--- config.mk ---
export PLATFORM = sky130hd
export DESIGN_NAME = cgsc_top
export DESIGN_NICKNAME = d
export VERILOG_FILES = /design/src/design/cgsc_pkg.sv /design/src/design/cgsc_sync2.sv /design/src/design/cgsc_switch_seq.sv /design/src/design/cgsc_top.sv
export SDC_FILE = /design/constraint.sdc
export NUM_CORES = 1
export LEC_CHECK = 0
export CORE_ASPECT_RATIO = 0.7
export CORE_MARGIN = 2
export CORE_UTILIZATION = 30
export DETAILED_ROUTE_END_ITERATION = 7
export DONT_BUFFER_PORTS = 1
export GPL_TIMING_DRIVEN = 0
export HOLD_SLACK_MARGIN = 0.1
export PLACE_DENSITY_LB_ADDON = 0.08
export SYNTH_ARGS = -nofsm -noshare
export SYNTH_HDL_FRONTEND = slang
export SYNTH_SLANG_ARGS = --single-unit
export TNS_END_PERCENT = 100
--- constraint.sdc ---
create_clock -name clock_in -period 1.85 [get_ports clock_in]
set_clock_uncertainty 0.05 [all_clocks]
set_input_delay 0.185 -clock clock_in [delete_from_list [all_inputs] [get_ports clock_in]]
set_output_delay 0.185 -clock clock_in [all_outputs]
set_load 0.01 [all_outputs]
--- src/design/cgsc_pkg.sv ---
// Package for the clock gate and source select controller.
// Assumes one 100 MHz system clock and byte addresses on the register port.
package cgsc_pkg;

  localparam int unsigned CLK_RATE_MHZ = 100;
  localparam int unsigned SWITCH_SETTLE_NS = 20;
  localparam int unsigned SWITCH_SETTLE_CYC =
    (SWITCH_SETTLE_NS * CLK_RATE_MHZ + 999) / 1000;

  localparam logic [7:0] OFS_SYS_GATES = 8'h04;
  localparam logic [7:0] OFS_PERIPH_GATES = 8'h08;
  localparam logic [7:0] OFS_STATUS = 8'h0c;
  localparam logic [7:0] OFS_CORE_TICK = 8'h10;
  localparam logic [7:0] OFS_PERIPH_SRC = 8'h14;

  localparam int unsigned BIT_EXT_BUS = 3;
  localparam int unsigned BIT_FLASH_PROG = 2;

  localparam int unsigned BIT_COMPARATOR = 30;
  localparam int unsigned BIT_CONVERTER = 28;
  localparam int unsigned BIT_PWM_PAIR0 = 20;
  localparam int unsigned BIT_SERIAL0 = 16;
  localparam int unsigned BIT_SPI0 = 12;
  localparam int unsigned BIT_I2C = 8;
  localparam int unsigned BIT_FREQ_DIV = 6;
  localparam int unsigned BIT_TIMER0 = 2;
  localparam int unsigned BIT_WATCHDOG = 0;

  localparam int unsigned BIT_SWITCH_FAIL = 7;
  localparam int unsigned BIT_FAST_RC = 4;
  localparam int unsigned BIT_SLOW_RC = 3;
  localparam int unsigned BIT_PLL = 2;
  localparam int unsigned BIT_CRYSTAL = 0;

  localparam int unsigned POS_TICK_SRC = 3;
  localparam int unsigned POS_CORE_SRC = 0;

  localparam int unsigned POS_PWM_PAIR1_SRC = 30;
  localparam int unsigned POS_PWM_PAIR0_SRC = 28;
  localparam int unsigned POS_SERIAL_SRC = 24;
  localparam int unsigned POS_TIMER3_SRC = 20;
  localparam int unsigned POS_TIMER2_SRC = 16;
  localparam int unsigned POS_TIMER1_SRC = 12;
  localparam int unsigned POS_TIMER0_SRC = 8;
  localparam int unsigned POS_CONVERTER_SRC = 2;
  localparam int unsigned POS_WATCHDOG_SRC = 0;

  // Core clock source codes
  localparam logic [2:0] SRC_CRYSTAL = 3'h0;
  localparam logic [2:0] SRC_PLL = 3'h2;
  localparam logic [2:0] SRC_SLOW_RC = 3'h3;
  localparam logic [2:0] SRC_FAST_RC = 3'h7;
  // Tick clock source codes
  localparam logic [2:0] TICK_CRYSTAL = 3'h0;
  localparam logic [2:0] TICK_CRYSTAL_DIV2 = 3'h2;
  localparam logic [2:0] TICK_CORE_DIV2 = 3'h3;
  localparam logic [2:0] TICK_FAST_RC_DIV2 = 3'h7;

  localparam logic [1:0] RST_SYS_GATES = 2'h3;
  localparam logic [2:0] RST_TICK_SRC = 3'h7;
  localparam logic RST_WATCHDOG_GATE = 1'h1;
  localparam logic [31:0] RST_PERIPH_SRC = 32'hffff_ffff;

  typedef struct packed {
    logic ext_bus_ctrl_clk_gate;
    logic flash_prog_clk_gate;
  } cgsc_sys_gates_s;

  typedef struct packed {
    logic comparator_clk_gate;
    logic converter_clk_gate;
    logic [3:0] pwm_pair_clk_gate;
    logic [1:0] serial_port_clk_gate;
    logic [1:0] spi_port_clk_gate;
    logic i2c_clk_gate;
    logic freq_divider_clk_gate;
    logic [3:0] timer_clk_gate;
    logic watchdog_clk_gate;
  } cgsc_periph_gates_s;

  typedef struct packed {
    logic [1:0] pwm_pair1_source;
    logic [1:0] pwm_pair0_source;
    logic [1:0] serial_port_source;
    logic [2:0] timer3_source;
    logic [2:0] timer2_source;
    logic [2:0] timer1_source;
    logic [2:0] timer0_source;
    logic [1:0] converter_source;
    logic [1:0] watchdog_source;
  } cgsc_periph_src_s;

  typedef struct packed {
    logic fast_rc_stable;
    logic slow_rc_stable;
    logic pll_locked_stable;
    logic crystal_stable;
  } cgsc_stable_s;

  // One-hot select: bit0 crystal, bit1 PLL, bit2 slow RC, bit3 fast RC
  function automatic logic [3:0] cgsc_src_onehot(input logic [2:0] code);
    case (code)
      SRC_CRYSTAL: cgsc_src_onehot = 4'h1;
      SRC_PLL: cgsc_src_onehot = 4'h2;
      SRC_SLOW_RC: cgsc_src_onehot = 4'h4;
      SRC_FAST_RC: cgsc_src_onehot = 4'h8;
      default: cgsc_src_onehot = 4'h0;
    endcase
  endfunction

endpackage

--- src/design/cgsc_sync2.sv ---
// Two-flop synchroniser for oscillator and PLL stability levels.
// Assumes the inputs are quasi-static levels from outside the clock domain.
`timescale 1ns/1ns
module cgsc_sync2 #(
  parameter int unsigned WIDTH = 4
) (
  input wire logic clock_in,
  input wire logic rst_in,
  input wire logic [WIDTH-1:0] async_in,
  output logic [WIDTH-1:0] sync_out
);

  logic [WIDTH-1:0] meta_q;

  always_ff @(posedge clock_in) begin
    if (rst_in) begin
      meta_q <= '0;
      sync_out <= '0;
    end else begin
      meta_q <= async_in;
      sync_out <= meta_q;
    end
  end

endmodule // cgsc_sync2

--- src/design/cgsc_switch_seq.sv ---
// Break-before-make sequencer for the core clock source select.
// Assumes start is only raised for a valid, stable target.
`timescale 1ns/1ns
module cgsc_switch_seq
  import cgsc_pkg::*;
(
  input wire logic clock_in,
  input wire logic rst_in,
  input wire logic [2:0] boot_code_in,
  input wire logic start_in,
  input wire logic [2:0] target_in,
  output logic [2:0] active_out,
  output logic [3:0] select_out,
  output logic busy_out
);

  typedef enum logic [1:0] {
    ST_RUN = 2'b01,
    ST_DROP = 2'b10
  } cgsc_seq_e;

  cgsc_seq_e state_q;
  logic [2:0] target_q;
  logic [7:0] settle_q;

  // Old select is dropped and all lines idle before the new one rises
  always_ff @(posedge clock_in) begin
    if (rst_in) begin
      state_q <= ST_RUN;
      target_q <= boot_code_in;
      settle_q <= 8'h0;
      active_out <= boot_code_in;
      select_out <= cgsc_src_onehot(boot_code_in);
      busy_out <= 1'b0;
    end else begin
      case (state_q)
        ST_RUN: begin
          if (start_in) begin
            state_q <= ST_DROP;
            target_q <= target_in;
            settle_q <= 8'(SWITCH_SETTLE_CYC);
            select_out <= 4'h0;
            busy_out <= 1'b1;
          end
        end
        ST_DROP: begin
          if (settle_q <= 8'h1) begin
            state_q <= ST_RUN;
            active_out <= target_q;
            select_out <= cgsc_src_onehot(target_q);
            busy_out <= 1'b0;
          end else begin
            settle_q <= settle_q - 8'h1;
          end
        end
        default: begin
          state_q <= ST_RUN;
          busy_out <= 1'b0;
        end
      endcase
    end
  end

endmodule // cgsc_switch_seq

--- src/design/cgsc_top.sv ---
// Clock gate and source select controller: gate bits, stability status,
// core and tick source selects and peripheral source selects.
// Assumes a single-cycle register port on the system clock, a write-unlock
// level from the protection logic and asynchronous stability levels.
`timescale 1ns/1ns

// Operation
// - Bit 3 gates external bus controller clock
// - Bit 2 gates flash programming controller clock
// - Bit 30 gates comparator clock
// - Bit 28 gates converter clock
// - Bits 23:20 gate PWM pairs 3..0
// - Bits 17,16 gate serial ports 1,0
// - Bits 13,12 SPI ports; bit 8 I2C
// - Bit 6 gates frequency divider clock
// - Bits 5:2 gate timers 3..0
// - Bit 0 watchdog gate, writable only unlocked
// - Unstable switch target sets switch-failed flag
// - Writing one clears switch-failed flag
// - Status bit 4 shows fast RC stable
// - Status bit 3 shows slow RC stable
// - Status bit 2 shows PLL stable
// - Status bit 0 shows crystal stable
// - Tick source field 5:3, protected, four codes
// - Core source field 2:0, protected, four codes
// - Core source reloads from boot config
// - Peripheral source register resets all ones
module cgsc_top
  import cgsc_pkg::*;
(
  input wire logic clock_in,
  input wire logic rst_in,
  input wire logic [7:0] addr_in,
  input wire logic [31:0] wr_data_in,
  input wire logic wr_in,
  input wire logic rd_in,
  output logic [31:0] rd_data_out,
  input wire logic reg_unlock_in,
  input wire logic boot_oscillator_config_in,
  input wire cgsc_stable_s stable_in,
  output cgsc_sys_gates_s sys_gates_out,
  output cgsc_periph_gates_s periph_gates_out,
  output cgsc_periph_src_s periph_source_out,
  output logic [2:0] tick_clock_source_out,
  output logic [2:0] core_clock_source_out,
  output logic [3:0] core_clock_select_out,
  output logic core_switch_busy_out
);

  cgsc_stable_s stable_sync;
  logic clock_switch_failed_q;
  logic [2:0] boot_code;
  logic [2:0] req_core;
  logic [2:0] req_tick;
  logic req_core_valid;
  logic req_tick_valid;
  logic target_stable;
  logic wr_sys_gates;
  logic wr_periph_gates;
  logic wr_status;
  logic wr_core_tick;
  logic wr_periph_src;
  logic switch_start;
  logic switch_fail;
  logic core_wr_ok;
  logic tick_wr_ok;
  logic [31:0] rd_data_d;

  cgsc_sync2 #(
    .WIDTH(4)
  ) u_stable_sync (
    .clock_in(clock_in),
    .rst_in(rst_in),
    .async_in(stable_in),
    .sync_out(stable_sync)
  );

  // Boot config bit selects the reset-time core source
  assign boot_code = boot_oscillator_config_in ? SRC_FAST_RC
                                               : SRC_CRYSTAL;

  // One write strobe per register; unmapped addresses fall through
  always_comb begin
    wr_sys_gates = 1'b0;
    wr_periph_gates = 1'b0;
    wr_status = 1'b0;
    wr_core_tick = 1'b0;
    wr_periph_src = 1'b0;
    if (wr_in) begin
      case (addr_in)
        OFS_SYS_GATES: wr_sys_gates = 1'b1;
        OFS_PERIPH_GATES: wr_periph_gates = 1'b1;
        OFS_STATUS: wr_status = 1'b1;
        OFS_CORE_TICK: wr_core_tick = 1'b1;
        OFS_PERIPH_SRC: wr_periph_src = 1'b1;
        default: wr_sys_gates = 1'b0;
      endcase
    end
  end

  assign req_core = wr_data_in[POS_CORE_SRC +: 3];
  assign req_tick = wr_data_in[POS_TICK_SRC +: 3];

  always_comb begin
    case (req_core)
      SRC_CRYSTAL: target_stable = stable_sync.crystal_stable;
      SRC_PLL: target_stable = stable_sync.pll_locked_stable;
      SRC_SLOW_RC: target_stable = stable_sync.slow_rc_stable;
      SRC_FAST_RC: target_stable = stable_sync.fast_rc_stable;
      default: target_stable = 1'b0;
    endcase
  end

  always_comb begin
    case (req_core)
      SRC_CRYSTAL, SRC_PLL, SRC_SLOW_RC, SRC_FAST_RC:
        req_core_valid = 1'b1;
      default:
        req_core_valid = 1'b0;
    endcase
  end

  always_comb begin
    case (req_tick)
      TICK_CRYSTAL, TICK_CRYSTAL_DIV2, TICK_CORE_DIV2, TICK_FAST_RC_DIV2:
        req_tick_valid = 1'b1;
      default:
        req_tick_valid = 1'b0;
    endcase
  end

  // Core field write: protected, idle only, known source code
  assign core_wr_ok = wr_core_tick && reg_unlock_in && req_core_valid &&
                      !core_switch_busy_out;

  // A new core source is taken only when stable and differing
  assign switch_start = core_wr_ok &&
                        target_stable &&
                        (req_core != core_clock_source_out);
  assign switch_fail = core_wr_ok &&
                       !target_stable;

  // Tick field shares the write protection; reserved codes are dropped
  assign tick_wr_ok = wr_core_tick && reg_unlock_in && req_tick_valid;

  cgsc_switch_seq u_switch_seq (
    .clock_in(clock_in),
    .rst_in(rst_in),
    .boot_code_in(boot_code),
    .start_in(switch_start),
    .target_in(req_core),
    .active_out(core_clock_source_out),
    .select_out(core_clock_select_out),
    .busy_out(core_switch_busy_out)
  );

  // System-bus master clock gates
  always_ff @(posedge clock_in) begin
    if (rst_in) begin
      sys_gates_out <= cgsc_sys_gates_s'(RST_SYS_GATES);
    end else if (wr_sys_gates) begin
      sys_gates_out.ext_bus_ctrl_clk_gate <=
        wr_data_in[BIT_EXT_BUS];
      sys_gates_out.flash_prog_clk_gate <=
        wr_data_in[BIT_FLASH_PROG];
    end
  end

  // Peripheral clock gates
  always_ff @(posedge clock_in) begin
    if (rst_in) begin
      periph_gates_out <= '0;
      periph_gates_out.watchdog_clk_gate <= RST_WATCHDOG_GATE;
    end else if (wr_periph_gates) begin
      periph_gates_out.comparator_clk_gate <=
        wr_data_in[BIT_COMPARATOR];
      periph_gates_out.converter_clk_gate <=
        wr_data_in[BIT_CONVERTER];
      periph_gates_out.pwm_pair_clk_gate <=
        wr_data_in[BIT_PWM_PAIR0 +: 4];
      periph_gates_out.serial_port_clk_gate <=
        wr_data_in[BIT_SERIAL0 +: 2];
      periph_gates_out.spi_port_clk_gate <=
        wr_data_in[BIT_SPI0 +: 2];
      periph_gates_out.i2c_clk_gate <=
        wr_data_in[BIT_I2C];
      periph_gates_out.freq_divider_clk_gate <=
        wr_data_in[BIT_FREQ_DIV];
      periph_gates_out.timer_clk_gate <=
        wr_data_in[BIT_TIMER0 +: 4];
      // Watchdog gate needs the write protection released
      if (reg_unlock_in) begin
        periph_gates_out.watchdog_clk_gate <=
          wr_data_in[BIT_WATCHDOG];
      end
    end
  end

  // Sticky switch failure; a new failure wins over a clear
  always_ff @(posedge clock_in) begin
    if (rst_in) begin
      clock_switch_failed_q <= 1'b0;
    end else if (switch_fail) begin
      clock_switch_failed_q <= 1'b1;
    end else if (wr_status && wr_data_in[BIT_SWITCH_FAIL]) begin
      clock_switch_failed_q <= 1'b0;
    end
  end

  // Tick source is a plain protected select; reserved codes are dropped
  always_ff @(posedge clock_in) begin
    if (rst_in) begin
      tick_clock_source_out <= RST_TICK_SRC;
    end else if (tick_wr_ok) begin
      tick_clock_source_out <= req_tick;
    end
  end

  // Peripheral source selects; watchdog select is write-protected
  always_ff @(posedge clock_in) begin
    if (rst_in) begin
      periph_source_out <= '1;
    end else if (wr_periph_src) begin
      periph_source_out.pwm_pair1_source <=
        wr_data_in[POS_PWM_PAIR1_SRC +: 2];
      periph_source_out.pwm_pair0_source <=
        wr_data_in[POS_PWM_PAIR0_SRC +: 2];
      periph_source_out.serial_port_source <=
        wr_data_in[POS_SERIAL_SRC +: 2];
      periph_source_out.timer3_source <=
        wr_data_in[POS_TIMER3_SRC +: 3];
      periph_source_out.timer2_source <=
        wr_data_in[POS_TIMER2_SRC +: 3];
      periph_source_out.timer1_source <=
        wr_data_in[POS_TIMER1_SRC +: 3];
      periph_source_out.timer0_source <=
        wr_data_in[POS_TIMER0_SRC +: 3];
      periph_source_out.converter_source <=
        wr_data_in[POS_CONVERTER_SRC +: 2];
      // Watchdog source needs the write protection released
      if (reg_unlock_in) begin
        periph_source_out.watchdog_source <=
          wr_data_in[POS_WATCHDOG_SRC +: 2];
      end
    end
  end

  // Read mux
  always_comb begin
    rd_data_d = 32'h0;
    case (addr_in)
      OFS_SYS_GATES: begin
        rd_data_d[BIT_EXT_BUS] =
          sys_gates_out.ext_bus_ctrl_clk_gate;
        rd_data_d[BIT_FLASH_PROG] =
          sys_gates_out.flash_prog_clk_gate;
      end

      OFS_PERIPH_GATES: begin
        rd_data_d[BIT_COMPARATOR] =
          periph_gates_out.comparator_clk_gate;
        rd_data_d[BIT_CONVERTER] =
          periph_gates_out.converter_clk_gate;
        rd_data_d[BIT_PWM_PAIR0 +: 4] =
          periph_gates_out.pwm_pair_clk_gate;
        rd_data_d[BIT_SERIAL0 +: 2] =
          periph_gates_out.serial_port_clk_gate;
        rd_data_d[BIT_SPI0 +: 2] =
          periph_gates_out.spi_port_clk_gate;
        rd_data_d[BIT_I2C] =
          periph_gates_out.i2c_clk_gate;
        rd_data_d[BIT_FREQ_DIV] =
          periph_gates_out.freq_divider_clk_gate;
        rd_data_d[BIT_TIMER0 +: 4] =
          periph_gates_out.timer_clk_gate;
        rd_data_d[BIT_WATCHDOG] =
          periph_gates_out.watchdog_clk_gate;
      end

      // Stability bits come from the synchroniser, not the raw levels
      OFS_STATUS: begin
        rd_data_d[BIT_SWITCH_FAIL] =
          clock_switch_failed_q;
        rd_data_d[BIT_FAST_RC] =
          stable_sync.fast_rc_stable;
        rd_data_d[BIT_SLOW_RC] =
          stable_sync.slow_rc_stable;
        rd_data_d[BIT_PLL] =
          stable_sync.pll_locked_stable;
        rd_data_d[BIT_CRYSTAL] =
          stable_sync.crystal_stable;
      end

      // Core field reads the active source, not a pending request
      OFS_CORE_TICK: begin
        rd_data_d[POS_TICK_SRC +: 3] =
          tick_clock_source_out;
        rd_data_d[POS_CORE_SRC +: 3] =
          core_clock_source_out;
      end

      OFS_PERIPH_SRC: begin
        // Reserved bits read as one, matching the all-ones reset value
        rd_data_d = RST_PERIPH_SRC;
        rd_data_d[POS_PWM_PAIR1_SRC +: 2] =
          periph_source_out.pwm_pair1_source;
        rd_data_d[POS_PWM_PAIR0_SRC +: 2] =
          periph_source_out.pwm_pair0_source;
        rd_data_d[POS_SERIAL_SRC +: 2] =
          periph_source_out.serial_port_source;
        rd_data_d[POS_TIMER3_SRC +: 3] =
          periph_source_out.timer3_source;
        rd_data_d[POS_TIMER2_SRC +: 3] =
          periph_source_out.timer2_source;
        rd_data_d[POS_TIMER1_SRC +: 3] =
          periph_source_out.timer1_source;
        rd_data_d[POS_TIMER0_SRC +: 3] =
          periph_source_out.timer0_source;
        rd_data_d[POS_CONVERTER_SRC +: 2] =
          periph_source_out.converter_source;
        rd_data_d[POS_WATCHDOG_SRC +: 2] =
          periph_source_out.watchdog_source;
      end

      default: begin
        rd_data_d = 32'h0;
      end
    endcase
  end

  // Read data stands only in the cycle after the strobe
  always_ff @(posedge clock_in) begin
    if (rst_in) begin
      rd_data_out <= 32'h0;
    end else if (rd_in) begin
      rd_data_out <= rd_data_d;
    end else begin
      rd_data_out <= 32'h0;
    end
  end

endmodule // cgsc_top

---- Word level (Yosys, flattened, before mapping) ----
Index checks and enable logic that the tools add are counted.
W data, S select, Z words.
operators by class
  $add $sub $neg .......................... 1
  $lt $le $gt $ge ......................... 1
  eq/ne operators ......................... 25
  muxes and demuxes ....................... 54
  bitwise logic cells ..................... 2
  reduce and logical (&&, ||, !) cells .... 32
operators with widths
  cell                   count
  $pmux W4 S4            2
  $eq A3 B2 Y1 const B   8
  $mux W3                8
  $eq A8 B4 Y1 const B   2
  $eq A8 B5 Y1 const B   2
  $mux W1                16
  $mux W4                4
  $mux W8                2
  $pmux W4 S2            2
  $pmux W8 S2            1
  $pmux W1 S2            7
  $eq A3 B3 Y1 const B   4
  $logic_not A3 Y1       4
  $pmux W1 S4            3
  $pmux W2 S2            3
  $reduce_bool A2 Y1     6
  $pmux W2 S5            1
  $reduce_and A2 Y1      5
  $eq A8 B3 Y1 const B   1
  $le A8 B1 Y1 const B   1
  $logic_and A1 B1 Y1    8
  $mux W2                4
  $reduce_or A4 Y1       2
  $sub A8 B1 Y8 const B  1
  14 further kinds       18
word-level totals
  bits in registers ....................... 106

---- Logic depth before layout (Yosys ltp) ----
Gate-level depths: netlist of the first run.
  word-level depth ........................ 11
  mapped depth ............................ 8
  gate-level depth less buffers ........... 7

---- Cells and area by module ----
A second synthesis of the first run with hierarchy kept.
unflattened totals
  cells, all modules ...................... 437
  area, all modules ....................... 4,139.0 um^2
by module, submodules not included
  module           times used  cells each  area each (um^2)
  cgsc_top         1           328         2,970.3
  cgsc_switch_seq  1           93          958.4
  cgsc_sync2       1           16          210.2

---- Worst setup path after synthesis of the first run ----
Ideal clock, no wire load.
  path type ............................... flip-flop to flip-flop
  start ................................... reg u_switch_seq.settle_q[0]
  end ..................................... reg u_switch_seq.select_out[0], enable pin
  setup time .............................. 0.260 ns
  data arrival time ....................... 1.454 ns
  slack ................................... 0.086 ns
  cell stages (with the launch flop) ...... 7
  clock period less this slack ............ 1.764 ns
  cells stage by stage .................... dfxtp_1 inv_1 ha_1 nor2_1 nor3_1 a21o_1 or2_2
between the ends
  longest elaborated chain between the ends .. 3
RTL lines
  element                             RTL line               RTL
  start, declared                     cgsc_switch_seq.sv:24  logic [7:0] settle_q;
  start signal, assigned              cgsc_switch_seq.sv:41  settle_q <= 8'(SWITCH_SETTLE_CYC);
  start signal, assigned              cgsc_switch_seq.sv:53  settle_q <= settle_q - 8'h1;
  $le A8 B1 Y1                        cgsc_switch_seq.sv:47  if (settle_q <= 8'h1) begin
  $ne A3 B2 Y1 (no source line)       -
  $reduce_and A3 Y1 (no source line)  -
  end signal, assigned                cgsc_switch_seq.sv:33  select_out <= cgsc_src_onehot(boot_code_in);
  end signal, assigned                cgsc_switch_seq.sv:50  select_out <= cgsc_src_onehot(target_q);
  end, declared                       cgsc_switch_seq.sv:13  output logic [3:0] select_out,
No other way between the ends.
A chain may end at the register's enable or synchronous reset.

---- Final worst setup path of the first run ----
  start ................................... reg u_switch_seq.active_out[2]
  end ..................................... reg u_switch_seq.settle_q[3]
between the ends
  longest elaborated chain between the ends .. 4
RTL lines
  element                             RTL line               RTL
  start, declared                     cgsc_switch_seq.sv:12  output logic [2:0] active_out,
  start signal, assigned              cgsc_switch_seq.sv:32  active_out <= boot_code_in;
  start signal, assigned              cgsc_switch_seq.sv:49  active_out <= target_q;
  $ne A3 B3 Y1                        cgsc_top.sv:139        (req_core != core_clock_source_out);
  $logic_and A1 B1 Y1                 cgsc_top.sv:138        target_stable &&
  $ne A2 B2 Y1 (no source line)       -
  $reduce_and A3 Y1 (no source line)  -
No other way between the ends.

==> impl_metrics.tcl, run 1 <==
set metrics [dict create \
    outcome "finished with violations" \
    failed_checks "negative setup slack" \
    r2r_end "u_switch_seq.settle_q[3]" \
    hold_violations 0 \
    rows 35 \
    drtIter0Drc 195 \
    fp.dieH_um 101.3 \
    dieArea_um2 14480 \
    timing.fmax_ghz 0.5139 \
    portBuffers 0 \
    yosys_warnings 0 \
    netlist_area_um2 4056 \
    final_cell_mix "90 x dfxtp_1, 81 x nand2_1, 35 x dlygate4sd3_1" \
    cts_tree "yes" \
    worstPathRequired_ns 1.99 \
    ys_seq_elements 101 \
    die_w_um 143.0 \
    antenna_found_initial 0 \
    synth.distinct_cells 58 \
    finalWorstSetupSlack_ns -0.09609 \
    clock_latency_ns 0.35 \
    whs_ns 0.1099 \
    grt_pass1_vias 3265 \
    reg2regPathDepth 6 \
    hold_path_startpoint "addr_in[3]" \
    io_pins 134 \
    cp-end-kind "register" \
    postRouteAntennaNets 0 \
    clk_pin_slew_ns 0.07 \
    area_growth_pct 23.50 \
    cts.path.max_buffers 2 \
    crit_type "register to register" \
    setup_viol 14 \
    crit_start "u_switch_seq.active_out[2]" \
    relSlewSlack_pct 54.24 \
    r2r_setup_slack_ns -0.1 \
    syn_area_per_cell_um2 9.325 \
    clockRootBuffer "clkbuf_16" \
    pre_cts_ws_ns -0.2610 \
    dp_hpwl_um 8647 \
    rsz0062_at_grt "yes" \
    coreArea_um2 13180 \
    period_minus_slack_ns 1.946 \
    grt_max_degree 17 \
    synthArstFlopShare_pct 0 \
    drt-pass1-iter-count 4 \
    crit_buf_inv 1 \
    start_util_pct 30.77 \
    finalNetCount 535 \
    routabilityCongestion 0.8024 \
    p_per_area_nw_per_um2 893.9 \
    drv_slew 0 \
    whs_path_depth 3 \
    finalWirelength_um 11930 \
    worstPathMaxFanout 7 \
    crit_slowest_cell "edfxtp_1" \
    cap_violations 0 \
    syn_nets 487 \
    cp-start-kind "register" \
    clock_sinks 101 \
    synth-main-ff-cell "dfxtp_1" \
    diodes 0 \
    grt_first_pass_wirelength_um 18470 \
    cp.arrival_ns 2.09 \
    grt_usage_pct 16.79 \
    layout_commonest_cell "dfxtp_1" \
    synth_seq_area_share_pct 52.31 \
    leakage_nw 1.988 \
    via_count 3276 \
    cp_top_family "flip-flops" \
    r2r_start "u_switch_seq.active_out[2]" \
    hold_class "input port to register" \
    syn_inst 435 \
    worst_slew_pin_slew_ns 0.6864 \
    hold_end "sys_gates_out[0]" \
    drive_above_1_share_pct 9.651 \
    h-tree-depth 3 \
    vdd_drop_max_v 0.0004012 \
    path_cells "xor2_1 -> o31ai_2 -> nor4_4 -> buf_4 -> nand3b_1 -> a21oi_1" \
    wl_per_cell_um 17.75 \
    drc 0 \
    layout_worst_path_cycle_share_pct 105.2 \
    cts_buffers 9 \
    vias_per_cell 4.875 \
    synth-edff-count 10 \
    grt.overflow.total 0 \
    slowest_delay_ns 0.55 \
]
-- per-stage QoR --
stage	setup TNS, ns	cell area, µm²	util, %	cells	power (mW)
after floorplan	0	4056	-	435	2.412
after global routing	-2.238	5010	38.01	672	4.646
after global placement	-5.034	4288	32.53	620	2.456
after CTS	-2.382	4984	37.81	672	4.538
after detailed placement	-6.546	4288	32.53	620	2.459
final	-0.9969	5010	38.01	672	4.478
-- worst reg2reg max path: cells and delay by family (launching register included) --
family                 cells  cell delay (ns)
buffers and inverters      1             0.24
XOR/XNOR                   1             0.25
AND/OR/NAND/NOR            2             0.54
flip-flops                 1             0.55
AO/OA/AOI/OAI              2             0.18
-- layer usage --
metal,vias to the layer above,part of all wire (%),track usage [%]
met5,-,0,0
li1,1591,-,-
met2,103,43,24.59
met4,0,0.71,4.113
met1,1576,50,23.97
met3,6,6.8,5.390
-- state kept, by name (all words and copies together), names as in the netlist --
register,flops
rd_data_out,28
u_switch_seq.state_q,2
sys_gates_out,2
periph_gates_out,17
u_stable_sync.sync_out,4
u_switch_seq.active_out,3
u_switch_seq.settle_q,8
u_stable_sync.meta_q,4
clock_switch_failed_q,1
tick_clock_source_out,3
u_switch_seq.select_out,4
u_switch_seq.target_q,3
periph_source_out,22
-- cells in the mapped netlist (all sizes together), types with 4 or more instances --
cell	number	area, µm²
a211o	4	35.03
a21o	5	37.54
a21oi	28	140.1
a22o	11	96.34
and2	10	62.56
and3	5	31.28
buf	11	70.06
clkbuf	19	71.32
dfxtp	91	1822
edfxtp	10	300.3
inv	10	37.54
mux2i	8	80.08
nand2	81	304.0
nand3b	19	142.6
nor2	29	111.4
nor2b	12	75.07
nor3	5	30.03
nor4	4	46.29
o21ai	10	50.05
o21bai	5	37.54
or2	5	31.28
or3	4	25.02
xor2	4	35.03
-- timing repair --
action | CTS | global route
hold buffers | 35 | 0
setup endpoints to repair | 19 | 17
setup buffers | 3 | 0
gates resized for setup | 3 | 6
endpoints found under the hold margin | 57 | 0
pin swaps | 6 | 3
-- worst max-delay path by stage --
stage / end / cells past startpoint
2_1_floorplan: u_switch_seq.select_out[0] / 6
3_3_place_gp: u_switch_seq.target_q[2] / 5
3_5_place_dp: u_switch_seq.target_q[2] / 5
4_1_cts: u_switch_seq.target_q[2] / 4
5_1_grt: u_switch_seq.target_q[2] / 4
6_report: u_switch_seq.settle_q[3] / 6
-- logic make-up (layout without fill, tap and decap cells) --
logic type / count (synthesis) / in the layout / share of synthesized area, %
AO/OA/AOI/OAI: 84 / 84 / 14.22
XOR/XNOR: 4 / 4 / 0.8636
adder cells (fa/ha/maj): 2 / 2 / 0.6168
buffers and inverters: 40 / 92 / 4.411
flip-flops: 101 / 101 / 52.31
multiplexers: 9 / 9 / 2.344
AND/OR/NAND/NOR: 195 / 195 / 25.23
-- area by class of cell --
cell class | instances | area [µm²]
Sequential cell | 101 | 2123
Multi-Input combinational cell | 294 | 1794
Fill cell | 1347 | 8172
Clock buffer | 11 | 264.0
Tap cell | 185 | 231.5
Clock inverter | 4 | 52.55
Timing Repair Buffer | 37 | 365.4
Inverter | 10 | 37.54
Buffer | 30 | 141.4
-- where the power goes --
part / switching, mW / internal (mW) / total (mW)
clock: 0.829 / 1.17 / 2.00
combinational: 0.113 / 0.104 / 0.217
sequential: 0.0274 / 2.24 / 2.26
total: 0.970 / 3.51 / 4.48
No activity file was read; power rests on OpenSTA's default activity.
==> run 2: changes to the inputs <==
--- a/config.mk
+++ b/config.mk
@@ -13,6 +13,8 @@
 export GPL_TIMING_DRIVEN = 0
 export HOLD_SLACK_MARGIN = 0.1
 export PLACE_DENSITY_LB_ADDON = 0.08
+export RECOVER_POWER = 100
+export REMOVE_ABC_BUFFERS = 1
 export SYNTH_ARGS = -nofsm -noshare
 export SYNTH_HDL_FRONTEND = slang
 export SYNTH_SLANG_ARGS = --single-unit
==> run 2 against run 1 <==
Against the previous run:
- the flow still finishes with violations (negative setup slack)
- sequential power is essentially flat
- clock-buffer cell count down 2
- global-route usage fell by 0.96 points
- wire length shrank 3.2%
- largest cell class unchanged
- largest power group unchanged
==> impl_metrics.tcl, run 2 (same netlist as run 1, synthesis figures left out) <==
set metrics [dict create \
    leakage_nw 1.988 \
    vias_per_cell 4.767 \
    clock_sinks 101 \
    relSlewSlack_pct 50.18 \
    cts.path.max_buffers 2 \
    start_util_pct 30.77 \
    drv_slew 0 \
    whs_path_depth 2 \
    timing.fmax_ghz 0.5240 \
    clockRootBuffer "clkbuf_16" \
    crit_type "register to register" \
    cap_violations 0 \
    slowest_delay_ns 0.54 \
    path_cells "xor2_1 -> o31ai_2 -> nor4_4 -> buf_4 -> or3_1 -> a21oi_1" \
    vdd_drop_max_v 0.0004883 \
    clock_latency_ns 0.34 \
    clk_pin_slew_ns 0.07 \
    die_w_um 143.0 \
    crit_slowest_cell "edfxtp_1" \
    cp-start-kind "register" \
    via_count 3146 \
    grt_usage_pct 15.83 \
    cp.arrival_ns 2.13 \
    crit_cells 6 \
    cp-end-kind "register" \
    grt_pass1_vias 3123 \
    layout_commonest_cell "dfxtp_1" \
    io_pins 134 \
    largest_reg_flops 28 \
    grt_first_pass_wirelength_um 17470 \
    antenna_found_initial 0 \
    drc 0 \
    area_growth_pct 25.08 \
    setup_viol 2 \
    coreArea_um2 13180 \
    dieArea_um2 14480 \
    dp_hpwl_um 7339 \
    rsz0062_at_grt "yes" \
    worstPathMaxFanout 6 \
    p_per_area_nw_per_um2 871.5 \
    cts_tree "yes" \
    outcome "finished with violations" \
    failed_checks "negative setup slack" \
    period_minus_slack_ns 1.908 \
    reg2regPathDepth 6 \
    finalWorstSetupSlack_ns -0.05837 \
    final_cell_mix "91 x dfxtp_1, 81 x nand2_1, 49 x dlygate4sd3_1" \
    seqPwrFrac_pct 51.2 \
    clkPwrFrac_pct 44.3 \
    grt.overflow.total 0 \
    grt_max_degree 59 \
    drtIter0Drc 86 \
    hold_class "input port to register" \
    p_int_mw 3.419 \
    rows 35 \
    switchingPower_mw 1.003 \
    drt-pass1-iter-count 5 \
    postRouteAntennaNets 0 \
    hold_violations 0 \
    swShare_pct 22.67 \
    worstPathRequired_ns 2.07 \
    cts_buffers 9 \
    worst_slew_pin_slew_ns 0.7457 \
    finalWirelength_um 11550 \
    cp_top_family "flip-flops" \
    largestRegisters "rd_data_out (28), periph_source_out (22), periph_gates_out (17)" \
    routabilityCongestion 0.7730 \
    fin_cells 660 \
    whs_ns 0.1253 \
    layout_worst_path_cycle_share_pct 103.2 \
    portBuffers 0 \
    wl_per_cell_um 17.50 \
    diodes 0 \
    finalNetCount 522 \
    largest-register "rd_data_out" \
    crit_buf_inv 1 \
    fp.dieH_um 101.3 \
    p_comb_share_pct 4.6 \
    drive_above_1_share_pct 9.474 \
    h-tree-depth 3 \
    dp_cells 591 \
]
[run 2: cell count changes in the layout (fill, tap and decap cells not counted), moves of 2 or more]
| cell | before | now |
|---|---|---|
| buf_2 | 5 | 0 |
| and2_1 | 10 | 7 |
| or2_4 | 0 | 2 |
| dlygate4sd3_1 | 35 | 49 |
| clkbuf_1 | 19 | 0 |
| inv_8 | 0 | 2 |
| and2_0 | 0 | 2 |
| buf_4 | 8 | 3 |
[run 2: power groups by stage]
| stage | clock network, mW | registers [mW] | logic, mW |
|---|---|---|---|
| 2_1_floorplan | 0 | 2.30 | 0.0798 |
| 3_3_place_gp | 0 | 2.31 | 0.0940 |
| 3_5_place_dp | 0 | 2.31 | 0.0945 |
| 4_1_cts | 2.03 | 2.26 | 0.198 |
| 5_1_grt | 2.10 | 2.27 | 0.219 |
| 6_report | 1.96 | 2.26 | 0.202 |
[run 2: path summary, 6_finish.rpt]
kind	endpoint	slack, ns	startpoint
worst max register to register	u_switch_seq.settle_q[5]	-0.06	u_switch_seq.active_out[0]
worst min register to register	periph_source_out[5]	0.48	periph_source_out[5]
worst max-delay path	u_switch_seq.settle_q[5]	-0.06	u_switch_seq.active_out[0]
worst min-delay path	u_switch_seq.target_q[2]	0.13	wr_data_in[2]
[run 2: area by class of cell]
class / instances / area, µm²
Fill cell: 1344 / 8108
Sequential cell: 101 / 2122
Multi-Input combinational cell: 294 / 1823
Timing Repair Buffer: 54 / 551.8
Tap cell: 185 / 231.5
Clock buffer: 9 / 225.2
Clock inverter: 7 / 82.58
Inverter: 10 / 37.54
[run 2: timing repair]
action / 4_1_cts / 5_1_grt
hold endpoints to repair: 81 / 1
hold buffers: 49 / 1
setup endpoints to repair: 35 / 38
setup buffers: 4 / 0
pin swaps: 7 / 4
gates resized for setup: 10 / 6
[run 2: per-stage QoR]
step	instance area [µm²]	total power [mW]	TNS (ns)	worst slack, ns	utilization (%)
3_3_place_gp	4146	2.408	-28.05	-0.8713	31.46
6_report	5074	4.422	-0.06148	-0.05837	38.49
2_1_floorplan	3915	2.383	0	0.06206	-
5_1_grt	5074	4.582	-0.9826	-0.1239	38.49
4_1_cts	5044	4.487	-0.7726	-0.08436	38.26
3_5_place_dp	4165	2.409	-18.89	-0.6750	31.60
[run 2: layer usage]
layer | up-vias | routed length (µm) | track usage, % | share of wire [%]
met5 | - | 0 | 0 | 0
met4 | 0 | 59 | 3.732 | 0.51
met3 | 6 | 685 | 5.437 | 5.9
met2 | 82 | 5179 | 25.06 | 45
met1 | 1493 | 5623 | 20.93 | 49
li1 | 1565 | - | - | -
